$ cat src/verilog/load_switch_pkg.sv
// constants for the load switch sequencer
package load_switch_pkg;

	// register offsets (byte addresses, word aligned)
	localparam logic [7:0] ADDR_CTRL   = 8'h00;
	localparam logic [7:0] ADDR_STATUS = 8'h04;
	localparam logic [7:0] ADDR_IRQ    = 8'h08;
	localparam logic [7:0] ADDR_MASK   = 8'h0C;

	// control register fields
	localparam int CTRL_AUTO   = 0;
	localparam int CTRL_WIDTH  = 1;
	localparam logic [0:0] CTRL_RESET = 1'h0;

	// interrupt event bit positions
	localparam int EV_ON     = 0;
	localparam int EV_OFF    = 1;
	localparam int EV_OTG    = 2;
	localparam int EV_VALID  = 3;
	localparam int EV_WIDTH  = 4;

	// status register fields
	localparam int ST_STATE_LO = 0;
	localparam int ST_STATE_HI = 2;
	localparam int ST_OTG      = 3;
	localparam int ST_VALID    = 4;
	localparam int ST_DISCH    = 5;

	// timing figures as printed
	localparam int CLK_MHZ      = 125;
	localparam int DEBOUNCE_MS  = 50;
	localparam int BBM_MS       = 50;
	localparam int LDELAY_US    = 100;
	localparam int SOFTSTART_US = 350;

	// derived cycle counts
	localparam int DEBOUNCE_CYC  = DEBOUNCE_MS * 1000 * CLK_MHZ;
	localparam int BBM_CYC       = BBM_MS * 1000 * CLK_MHZ;
	localparam int LDELAY_CYC    = LDELAY_US * CLK_MHZ;
	localparam int SOFTSTART_CYC = SOFTSTART_US * CLK_MHZ;

	localparam int CNT_W = 24;

	// sequencer states
	typedef enum logic [2:0]
	{
		ST_OFF   = 3'b000,
		ST_DLY   = 3'b001,
		ST_BBM   = 3'b010,
		ST_SOFT  = 3'b011,
		ST_ON    = 3'b100,
		ST_OFFDL = 3'b101
	} seq_state_e;

endpackage

$ cat src/verilog/load_switch_otg_sequencer.sv
// sequencer for a bidirectional load switch with input mux and otg flag
`timescale 1ns/1ps
`default_nettype none
module load_switch_otg_sequencer #(
	parameter int DEBOUNCE_CYC  = load_switch_pkg::DEBOUNCE_CYC,
	parameter int BBM_CYC       = load_switch_pkg::BBM_CYC,
	parameter int LDELAY_CYC    = load_switch_pkg::LDELAY_CYC,
	parameter int SOFTSTART_CYC = load_switch_pkg::SOFTSTART_CYC
)
(
	// clock, reset, enable
	input  wire logic        ref_clk,
	input  wire logic        arst_n,
	input  wire logic        clk_en,
	// register port
	input  wire logic [7:0]  reg_addr,
	input  wire logic [31:0] reg_wdata,
	input  wire logic        reg_wr,
	input  wire logic        reg_rd,
	output logic      [31:0] reg_rdata,
	output logic             irq,
	// sense and control pins
	input  wire logic        input_sense,
	input  wire logic        output_sense,
	input  wire logic        fault,
	input  wire logic        enable_n,
	input  wire logic        wireless_receiver_dis,
	// flag pin, two-way
	input  wire logic        flag_n_in,
	output logic             flag_n_out,
	output logic             flag_n_oe,
	// power stage
	output logic             switch_on,
	output logic             soft_start,
	output logic             discharge,
	output logic             wireless_receiver_off,
	output logic             charge_ok_status_out,
	output logic             charge_ok_status_oe
);

	// ----------------------------------------
	// functions
	// ----------------------------------------
	// states in which the switch conducts
	function automatic logic is_on_state(input load_switch_pkg::seq_state_e s);
		return (s == load_switch_pkg::ST_SOFT) || (s == load_switch_pkg::ST_ON)
			|| (s == load_switch_pkg::ST_OFFDL);
	endfunction

	// register offset match
	function automatic logic hit(input logic [7:0] a, input logic [7:0] off);
		return a == off;
	endfunction

	// ----------------------------------------
	// pin synchronisers
	// ----------------------------------------
	localparam int NSYNC = 6;
	// bit positions of the pins in the synchroniser vector
	localparam int PIN_FLAG  = 0;
	localparam int PIN_RXDIS = 1;
	localparam int PIN_EN_N  = 2;
	localparam int PIN_FAULT = 3;
	localparam int PIN_OUT   = 4;
	localparam int PIN_IN    = 5;
	// idle levels after reset: flag pulled up, enable released high
	localparam logic [NSYNC-1:0] SYNC_IDLE = 6'h05;
	wire  [NSYNC-1:0] sync2_q;
	wire  [NSYNC-1:0] pins_raw = {input_sense, output_sense, fault, enable_n, wireless_receiver_dis, flag_n_in};

	// two flops per pin, reset to idle so no false request follows reset
	generate
		for (genvar gi = 0; gi < NSYNC; gi++)
		begin : g_sync
			logic s1_q;
			logic s2_q;
			always_ff @(posedge ref_clk or negedge arst_n)
			begin
				if (!arst_n)
				begin
					s1_q <= SYNC_IDLE[gi];
					s2_q <= SYNC_IDLE[gi];
				end
				else if (clk_en)
				begin
					s1_q <= pins_raw[gi];
					s2_q <= s1_q;
				end
			end
			assign sync2_q[gi] = s2_q;
		end
	endgenerate

	wire in_raw  = sync2_q[PIN_IN];
	wire out_ok  = sync2_q[PIN_OUT]; // no debounce on output sense
	wire flt     = sync2_q[PIN_FAULT];
	wire en_n_s  = sync2_q[PIN_EN_N];
	wire rx_dis  = sync2_q[PIN_RXDIS];
	wire flag_s  = sync2_q[PIN_FLAG];

	// ----------------------------------------
	// registers
	// ----------------------------------------
	logic                 auto_q;
	logic [load_switch_pkg::EV_WIDTH-1:0] irq_st_q;
	logic [load_switch_pkg::EV_WIDTH-1:0] irq_mask_q;
	logic [31:0]          rdata_q;

	// write decodes; reads use the same offsets below
	// unmapped offsets are dropped silently
	wire wr_ctrl = reg_wr && hit(reg_addr, load_switch_pkg::ADDR_CTRL);
	wire wr_irq  = reg_wr && hit(reg_addr, load_switch_pkg::ADDR_IRQ);
	wire wr_mask = reg_wr && hit(reg_addr, load_switch_pkg::ADDR_MASK);

	// ----------------------------------------
	// input debounce
	// ----------------------------------------
	logic [load_switch_pkg::CNT_W-1:0] deb_cnt_q;
	logic                              in_valid_q;

	// input must hold high for the full debounce time
	// any low restarts the count, so contact bounce never qualifies
	// the output sense takes no such filter and acts at once
	// the counter stops at the top; it cannot wrap back to zero
	always_ff @(posedge ref_clk or negedge arst_n)
	begin
		if (!arst_n)
		begin
			deb_cnt_q  <= '0;
			in_valid_q <= 1'b0;
		end
		else if (clk_en)
		begin
			if (!in_raw)
			begin
				deb_cnt_q  <= '0;
				in_valid_q <= 1'b0;
			end
			else if (deb_cnt_q == DEBOUNCE_CYC[load_switch_pkg::CNT_W-1:0] - 1'b1)
				in_valid_q <= 1'b1;
			else
				deb_cnt_q <= deb_cnt_q + 1'b1;
		end
	end

	// ----------------------------------------
	// sequencer
	// ----------------------------------------
	load_switch_pkg::seq_state_e state_q;
	load_switch_pkg::seq_state_e state_d;
	logic [load_switch_pkg::CNT_W-1:0] tmr_q;
	logic                              otg_q;
	logic                              otg_d;
	logic                              rx_dis_d;

	// sequence to switch on: turn-on delay, optional break-before-make,
	// then soft-start, then on; switching off passes the turn-off delay, which a fault cuts short
	// break-before-make is skipped for otg, where the output side is the
	// source and discharging it would pull down the supply being shared
	// a fault drops every request at once, so the flag line is ignored
	// while it stands and no new sequence can begin
	// otg is refused whenever the input is already valid
	// leaving otg: a valid input takes the switch back through off
	// autonomous otg request: flag low, input absent, output valid, no fault
	wire otg_req_auto  = !flag_s && !in_raw && out_ok && !flt;
	// slave otg request
	wire otg_req_slave = !en_n_s && !in_raw && out_ok && !flt;
	// request to be on
	wire want_auto  = in_valid_q || otg_req_auto;
	wire want_slave = (!en_n_s && in_valid_q) || otg_req_slave;
	wire want_on    = !flt && (auto_q ? want_auto : want_slave);
	wire want_otg   = auto_q ? (otg_req_auto && !in_valid_q) : (otg_req_slave && !in_valid_q);
	// break-before-make only for powered input rise or receiver disable
	wire need_bbm   = auto_q && (in_valid_q || rx_dis);
	wire tmr_done   = (tmr_q == '0);

	// next state
	always_comb
	begin
		state_d  = state_q;
		otg_d    = otg_q;
		rx_dis_d = 1'b0;
		case (state_q)
			load_switch_pkg::ST_OFF:
				if (want_on)
				begin
					state_d = load_switch_pkg::ST_DLY;
					otg_d   = want_otg;
				end
			load_switch_pkg::ST_DLY:
				if (!want_on)
					state_d = load_switch_pkg::ST_OFF;
				else if (tmr_done)
					state_d = need_bbm && !otg_q ? load_switch_pkg::ST_BBM
						: load_switch_pkg::ST_SOFT;
			load_switch_pkg::ST_BBM:
				if (!want_on)
					state_d = load_switch_pkg::ST_OFF;
				else if (tmr_done)
					state_d = load_switch_pkg::ST_SOFT;
			load_switch_pkg::ST_SOFT:
				if (!want_on)
					state_d = load_switch_pkg::ST_OFFDL;
				else if (tmr_done)
					state_d = load_switch_pkg::ST_ON;
			load_switch_pkg::ST_ON:
				if (!want_on || (otg_q && in_valid_q))
					state_d = load_switch_pkg::ST_OFFDL;
			load_switch_pkg::ST_OFFDL:
				if (flt || tmr_done)
					state_d = load_switch_pkg::ST_OFF;
			default:
				state_d = load_switch_pkg::ST_OFF;
		endcase
	end

	wire enter = (state_d != state_q);
	logic [load_switch_pkg::CNT_W-1:0] tmr_load;

	// timer reload on entry to a timed state
	// a state left and entered again later starts from a full count
	// the load is one less than the cycle figure so the count ends on zero
	// untimed states load zero, which reads as already done
	always_comb
	begin
		case (state_d)
			load_switch_pkg::ST_DLY:   tmr_load = LDELAY_CYC[load_switch_pkg::CNT_W-1:0] - 1'b1;
			load_switch_pkg::ST_BBM:   tmr_load = BBM_CYC[load_switch_pkg::CNT_W-1:0] - 1'b1;
			load_switch_pkg::ST_SOFT:  tmr_load = SOFTSTART_CYC[load_switch_pkg::CNT_W-1:0] - 1'b1;
			load_switch_pkg::ST_OFFDL: tmr_load = LDELAY_CYC[load_switch_pkg::CNT_W-1:0] - 1'b1;
			default:                   tmr_load = '0;
		endcase
	end

	// state, timer and otg flag
	// the otg mark is cleared whenever the sequence falls back to off
	// the timer loads on every state change, otherwise runs down to zero
	// and holds there
	always_ff @(posedge ref_clk or negedge arst_n)
	begin
		if (!arst_n)
		begin
			state_q <= load_switch_pkg::ST_OFF;
			tmr_q   <= '0;
			otg_q   <= 1'b0;
		end
		else if (clk_en)
		begin
			state_q <= state_d;
			otg_q   <= (state_d == load_switch_pkg::ST_OFF) ? 1'b0 : otg_d;
			if (enter)
				tmr_q <= tmr_load;
			else if (!tmr_done)
				tmr_q <= tmr_q - 1'b1;
		end
	end

	// ----------------------------------------
	// outputs
	// ----------------------------------------
	wire on_d    = is_on_state(state_d);
	// flag drive releases as soon as the switch is asked to conduct
	// or the controller takes the line low
	wire flag_drive = auto_q && !in_raw && out_ok && flag_s && !on_d;
	wire otg_on  = on_d && otg_d && (state_d != load_switch_pkg::ST_OFF);

	// event detection
	// each event is a one-cycle pulse taken against the registered outputs
	// so a state that lasts many cycles reports once
	// the input valid event fires on the rising edge only
	logic in_valid_dq;
	wire [load_switch_pkg::EV_WIDTH-1:0] ev;
	assign ev[load_switch_pkg::EV_ON]    = on_d && !switch_on;
	assign ev[load_switch_pkg::EV_OFF]   = !on_d && switch_on;
	assign ev[load_switch_pkg::EV_OTG]   = otg_on && !charge_ok_status_oe;
	assign ev[load_switch_pkg::EV_VALID] = in_valid_q && !in_valid_dq;

	// pin drivers
	// every pin is a flop so no decode glitch reaches the power stage
	// the flag pin is only ever driven high; low comes from the controller
	// charge-ok is driven low or released, never driven high
	// the receiver is held off while the input is valid in autonomous mode
	always_ff @(posedge ref_clk or negedge arst_n)
	begin
		if (!arst_n)
		begin
			switch_on             <= 1'b0;
			soft_start            <= 1'b0;
			discharge             <= 1'b0;
			wireless_receiver_off <= 1'b0;
			flag_n_out            <= 1'b0;
			flag_n_oe             <= 1'b0;
			charge_ok_status_out  <= 1'b0;
			charge_ok_status_oe   <= 1'b0;
			in_valid_dq           <= 1'b0;
		end
		else if (clk_en)
		begin
			switch_on             <= on_d;
			soft_start            <= (state_d == load_switch_pkg::ST_SOFT);
			discharge             <= (state_d == load_switch_pkg::ST_BBM);
			wireless_receiver_off <= auto_q && in_valid_q;
			flag_n_out            <= 1'b1;
			flag_n_oe             <= flag_drive;
			charge_ok_status_out  <= 1'b0;
			charge_ok_status_oe   <= otg_on;
			in_valid_dq           <= in_valid_q;
		end
	end

	// ----------------------------------------
	// register file and interrupt
	// ----------------------------------------
	logic [31:0] status_word;

	// status word assembled field by field
	always_comb
	begin
		status_word = 32'h0;
		status_word[load_switch_pkg::ST_STATE_HI:load_switch_pkg::ST_STATE_LO] = state_q;
		status_word[load_switch_pkg::ST_OTG]   = otg_q;
		status_word[load_switch_pkg::ST_VALID] = in_valid_q;
		status_word[load_switch_pkg::ST_DISCH] = discharge;
	end

	// read mux
	wire [31:0] rd_mux =
		(reg_addr == load_switch_pkg::ADDR_CTRL)   ? {31'h0, auto_q} :
		(reg_addr == load_switch_pkg::ADDR_STATUS) ? status_word :
		(reg_addr == load_switch_pkg::ADDR_IRQ)    ? {28'h0, irq_st_q} :
		(reg_addr == load_switch_pkg::ADDR_MASK)   ? {28'h0, irq_mask_q} : 32'h0;

	// registers; set wins over write-one-to-clear
	// a write of one clears a bit, but an event in the same cycle keeps it
	// the interrupt line follows one cycle after the status and mask
	// the bus never stalls: read data stand in the cycle after the strobe
	// and read as zero at all other times
	always_ff @(posedge ref_clk or negedge arst_n)
	begin
		if (!arst_n)
		begin
			auto_q     <= load_switch_pkg::CTRL_RESET;
			irq_st_q   <= '0;
			irq_mask_q <= '0;
			rdata_q    <= 32'h0;
			irq        <= 1'b0;
		end
		else if (clk_en)
		begin
			if (wr_ctrl)
				auto_q <= reg_wdata[load_switch_pkg::CTRL_AUTO];
			if (wr_mask)
				irq_mask_q <= reg_wdata[load_switch_pkg::EV_WIDTH-1:0];
			irq_st_q <= (irq_st_q & ~(wr_irq ? reg_wdata[load_switch_pkg::EV_WIDTH-1:0] : '0)) | ev;
			rdata_q  <= reg_rd ? rd_mux : 32'h0;
			irq      <= |(irq_st_q & irq_mask_q);
		end
	end

	assign reg_rdata = rdata_q;

endmodule
`default_nettype wire

$ cat config.mk
export PLATFORM = sky130hd
export DESIGN_NAME = load_switch_otg_sequencer
export DESIGN_NICKNAME = d
export VERILOG_FILES = /design/src/verilog/load_switch_pkg.sv /design/src/verilog/load_switch_otg_sequencer.sv
export SDC_FILE = /design/constraint.sdc
export NUM_CORES = 1
export LEC_CHECK = 0
export BUFFER_PORTS_ARGS = -buffer_cell sky130_fd_sc_hd__buf_4
export CORE_MARGIN = 10
export CORE_UTILIZATION = 51
export DETAILED_ROUTE_END_ITERATION = 10
export GPL_ROUTABILITY_DRIVEN = 0
export HOLD_SLACK_MARGIN = 0.06
export PLACE_DENSITY = 0.86
export SETUP_SLACK_MARGIN = 0.4
export SLEW_MARGIN = 10
export SYNTH_ARGS = -nofsm -noshare
export SYNTH_HDL_FRONTEND = slang
export SYNTH_SLANG_ARGS = --single-unit
export TNS_END_PERCENT = 5
$ cat constraint.sdc
create_clock -name ref_clk -period 3.11 [get_ports ref_clk]
set_input_delay 0.311 -clock ref_clk [delete_from_list [all_inputs] [get_ports ref_clk]]
set_output_delay 0.311 -clock ref_clk [all_outputs]
set_load 0.005 [all_outputs]
Word level (Yosys, flattened, before mapping):

Cells that the tools add are included.

* register bits: 115
* latch bits: 0
* memory bits (writable): 0
* ROM bits: 0
* bits of input ports: 51
* output and inout port bits: 41
* word-level logic and storage cells: 140
* memories: 0

* $add $sub $neg: 2
* multiply operators: 0
* divide/modulo/power cells: 0
* order comparisons: 0
* eq/ne operators: 18
* shift-type cells: 0
* mux-type cells: 29
* bitwise operators: 4
* reduce and logical (&&, ||, !) cells: 57

Operators by type and width (number)
* $mux W24: 4
* $pmux W23 S3: 1
* $logic_and A1 B1 Y1: 27
* $mux W3: 9
* $add A24 B1 Y24 const B: 1
* $eq A24 B23 Y1 const B: 1
* $logic_not A24 Y1: 1
* $sub A24 B1 Y24 const B: 1
* $mux W6: 3
* $pmux W3 S6: 1
* $eq A8 B4 Y1 const B: 2
* $eq A3 B2 Y1 const B: 4
* $eq A3 B3 Y1 const B: 4
* $mux W4: 3
* $logic_not A1 Y1: 11
* $reduce_and A2 Y1: 5
* $and A4 B4 Y4: 2
* $eq A8 B3 Y1 const B: 1
* $logic_not A8 Y1: 1
* $mux W1: 8
* $logic_or A1 B1 Y1: 7
* $eq A3 B1 Y1 const B: 2
* $logic_not A3 Y1: 2
* $ne A2 B1 Y1 const B: 2
* 7 further kinds: 7

Depth between registers and ports, before layout:

* word-level depth: 18
* depth in mapped cells: 12
* gate-level depth less buffers: 11

Worst setup path after synthesis:

Ideal clock, no wire load.

* path kind: reg-to-reg
* start: reg tmr_q[0] in the netlist's numbering
* end: reg tmr_q[20] in the netlist's numbering
* setup time: 0.121 ns
* data arrival time: 3.189 ns
* data required time: 2.989 ns
* setup slack: -0.200 ns
* cell stages (with the launch flop): 11
* buffers on the path: 0
* period minus slack after synthesis: 3.310 ns
* cell sequence: dfrtp_1 -> inv_1 -> ha_1 -> or3b_4 -> or4b_4 -> or4_4 -> nand4bb_4 -> and3_4 -> a211oi_4 -> a41oi_1 -> o22a_1

* cells in the longest elaborated chain, start to end: 8
* elaborated cells between the ends (all ways): 22
* those cells by class: add/sub (1); eq/ne (6); mux (11); reduce/logical (4)

RTL lines
* start: declaration: line load_switch_otg_sequencer.sv:151 `logic [load_switch_pkg::CNT_W-1:0] tmr_q;`
* start signal: assignment: line load_switch_otg_sequencer.sv:252 `tmr_q <= tmr_load;`
* start signal: assignment: line load_switch_otg_sequencer.sv:254 `tmr_q <= tmr_q - 1'b1;`
* $logic_not A24 Y1: line load_switch_otg_sequencer.sv:175 `wire tmr_done = (tmr_q == '0);`
* $mux W3, or another cell as far along: line load_switch_otg_sequencer.sv:204 `else if (tmr_done)`
* $mux W3, on equally long branches
* $pmux W3 S6: line load_switch_otg_sequencer.sv:183 `case (state_q)`
* $eq A3 B3 Y1 or $eq A3 B1 Y1 (tied branches): line load_switch_otg_sequencer.sv:226 `case (state_d)`
* $reduce_or A2 Y1 (no source line)
* $pmux W23 S3: line load_switch_otg_sequencer.sv:226
* $mux W24: line load_switch_otg_sequencer.sv:251 `if (enter)`

Parallel ways exist; a longest one is shown, timed or not. The select of a mux whose other input is x is not followed.
A chain may end at the register's enable or synchronous reset.

Worst setup path in the final report:

* start: reg tmr_q[0] in the netlist's numbering
* end: reg tmr_q[19] in the netlist's numbering

The elaborated chain is that of the path after synthesis.

==> run_results.csv <==
group,metric,value,unit
worst_setup_path,cp_data_arrival_time,3.55,ns
synthesis,netlist.area_leader.share,41.9,%
synthesis,synth_edf_count,0,
power,peakVddDrop,0.527,mV
die,ios,92,
routing,ant_nets,0,
finish,final_nets,670,
finish,drive_gt1_share,27.2,%
synthesis,synth_xor_area_share,4.14,%
power,leakage,2.73,nW
die,die_h,120,um
timing,setup_slack,-0.180,ns
die,die_w,120,um
cts,clkSlewWorstSetupHoldPaths,0.10,ns
global_route,grt_overflow,0,
cts,htreeDepth,3,
synthesis,synthDistinctLibCells,68,
finish,antennaDiodeCount,0,
finish,stdcell_area,6110,um^2
synthesis,synthArstFlopShare,100,%
timing,drv_slew,0,
cts,clk_latency,0.37,ns
routing,via_per_inst,5.91,
timing,finalSetupViolations,26,
worst_setup_path,path_max_fanout,9,
worst_setup_path,crit_type,"flop to flop",
timing,fin_crit_sh,106,%
finish,final_common_cell,"dfrtp_1",
timing,worst_pin_slew,1.07,ns
finish,syn_to_final_growth,20.3,%
cts,clock_sinks,89,
finish,final_cell_mix,"dfrtp_1 (85), buf_4 (82), nor2_1 (49)",
power,p_per_area,695,nW/um^2
routing,avgRoutedWirePerCell,17.0,um
synthesis,synth-simple-area-share,19.9,%
routing,wl_met3,951,um
hold_path,min_path_type,"primary input to asynchronous set/reset pin",
synthesis,syn_area,5080,um^2
outcome,status,"complete, but fails checks",
die,rows,36,
routing,first_iter_violations,425,
finish,post-route-util,62.8,%
timing,setup_tns,-2.66,ns
routing,wl_met1,4970,um
global_route,grt_pass1_wl,21100,um
routing,dr.max_layer_used,"met4",
die,start_util,52.2,%
synthesis,synth_area_per_cell,9.41,um^2
outcome,violations,"setup timing",
cts,cts_tree,"yes",
synthesis,synth_cells,540,
timing,min_period,3.29,ns
synthesis,ys_top_cells_by_area,"dfrtp_1 (42%), mux2_2 (4.2%), buf_4 (4.0%)",
die,coreArea,9730,um^2
synthesis,ys_seq_area_share,43.9,%
synthesis,synthAdderAreaFrac,0.492,%
global_route,grt_max_degree,90,
cts,ctsHoldBuffers,0,
worst_setup_path,crit_path_start_kind,"flop",
synthesis,ys_ff_latch,89,
synthesis,synth_ff_type,"dfrtp_1",
job,cap_violations,0,
cts,cts_inserted_buffers,9,
routing,drc,0,
placement,port_buffers,36,
timing,hold_viol,0,
timing,finClkSkew,0.0110,ns
cts,root_buffer,"clkbuf_8",
cts,cts_buffer_depth,2,
timing,rsz0062_at_grt,"yes",
routing,drt_wl_total,12800,um
finish,layout.cells.non_filler,755,
worst_setup_path,end_kind,"flop",
synthesis,synth_mux_area_share,5.25,%
timing,fmax,304,MHz
timing,timing.slew.headroom,28.6,%
die,die-area,14400,um^2
global_route,antenna_found_initial,0,
synthesis,synth_compound_area_share,18.5,%
placement,dpl.hpwl,9090,um
synthesis,yosysTopAreaCell,"dfrtp_1",
global_route,grt_pass1_vias,4417,
placement,placed_cells,731,
synthesis,synth_top_family_by_area,"simple AND/OR/NAND/NOR gates",
routing,dr_total_vias,4461,
global_route,track_usage,17.5,%
worst_setup_path,critPathRequiredTime,3.37,ns
synthesis,yosys_warnings,0,
timing,hold_slack,0.127,ns
routing,firstDrtPassIters,5,
routing,wl_met2,6460,um
placement,dpl_cell_area,5690,um^2
[where the power goes]
group | switching (mW) | internal (mW) | total, mW
registers | 0.184 | 1.34 | 1.53
logic | 0.931 | 0.874 | 1.80
clock network | 0.450 | 0.470 | 0.919
total | 1.56 | 2.69 | 4.25
[final cells by class]
type / instances / area [um^2]
clock inverter: 7 / 106
multi-input combinational: 408 / 2680
timing repair buffer: 91 / 737
fill: 744 / 3620
tap: 133 / 166
inverter: 18 / 67.6
clock buffer: 9 / 124
sequential: 89 / 2230
[metrics by stage]
| step | setup WS (ns) | power (mW) |
|---|---|---|
| global placement | -0.101 | 3.01 |
| detailed placement | -0.172 | 3.09 |
| CTS | -0.120 | 4.09 |
| floorplan | -0.0322 | 2.50 |
| global route | -0.248 | 4.48 |
| finish | -0.180 | 4.25 |
[layer usage]
layer  global-route usage [%]  vias up
li1                         -     2047
met1                     20.0     2155
met2                     30.1      204
met3                     5.25       55
met4                     7.09        0
met5                        0        -
[worst paths after layout]
check | from | endpoint | slack [ns] | depth (start not counted)
max | tmr_q[0] | tmr_q[19] | -0.18 | 12
max in group asynchronous | arst_n | tmr_q[15] | 2.29 | 1
min reg2reg | reg_rdata[2] | reg_rdata[2] | 0.49 | 1
min | arst_n | deb_cnt_q[10] | 0.13 | 1
min in group ref_clk | wireless_receiver_dis | g_sync[1].s1_q | 0.17 | 2
max reg2reg | tmr_q[0] | tmr_q[19] | -0.18 | 12
[registers in the layout, summed over array words and instances, names as in the netlist, 3 cells and up]
name and cells:
reg_rdata 6, g_sync.s2_q 3, irq_mask_q 4, tmr_q 24, irq_st_q 4, g_sync.s1_q 6
state_q 3, deb_cnt_q 24
[timing repair]
| action | 4_1_cts | 5_1_grt |
|---|---|---|
| setup buffers | 3 | 5 |
| resized for setup | 17 | 15 |
| pin swaps | 6 | 7 |
| endpoints found under the setup margin | 35 | 40 |
[synth_stat cells, types with 6 or more instances]
cell type,count
xor2_1,18
o21a_1,7
o22a_1,9
inv_1,17
nor2_1,50
a21oi_1,26
a21o_1,7
a31oi_1,9
o2bb2ai_1,9
nand4_1,8
nor3_1,20
buf_4,27
xnor2_1,6
dfrtp_1,85
or3_1,9
o21ai_0,31
mux2_2,19
clkbuf_1,17
nand3_1,27
nand2_1,41
[critical path: stages, from the launching register on]
cell      delay, ns
dfrtp_1        0.40
inv_2          0.09
ha_4           0.13
or3b_4         0.38
or4b_4         0.49
or4_4          0.48
o211ai_1       0.18
nand2_4        0.11
o21a_4         0.26
a211oi_4       0.22
buf_6          0.17
a31oi_1        0.05
o22a_1         0.21
[logic make-up (layout without fill, tap and decap cells)]
logic type      after synthesis  in the layout
simple gates                197            197
compound gates              135            135
flops                        89             89
buf+inv                      69            125
xor+xnor                     24             24
mux                          23             23
fa+ha+maj                     2              2
other cells                   1             27
No activity file was read; power rests on OpenSTA's default activity.
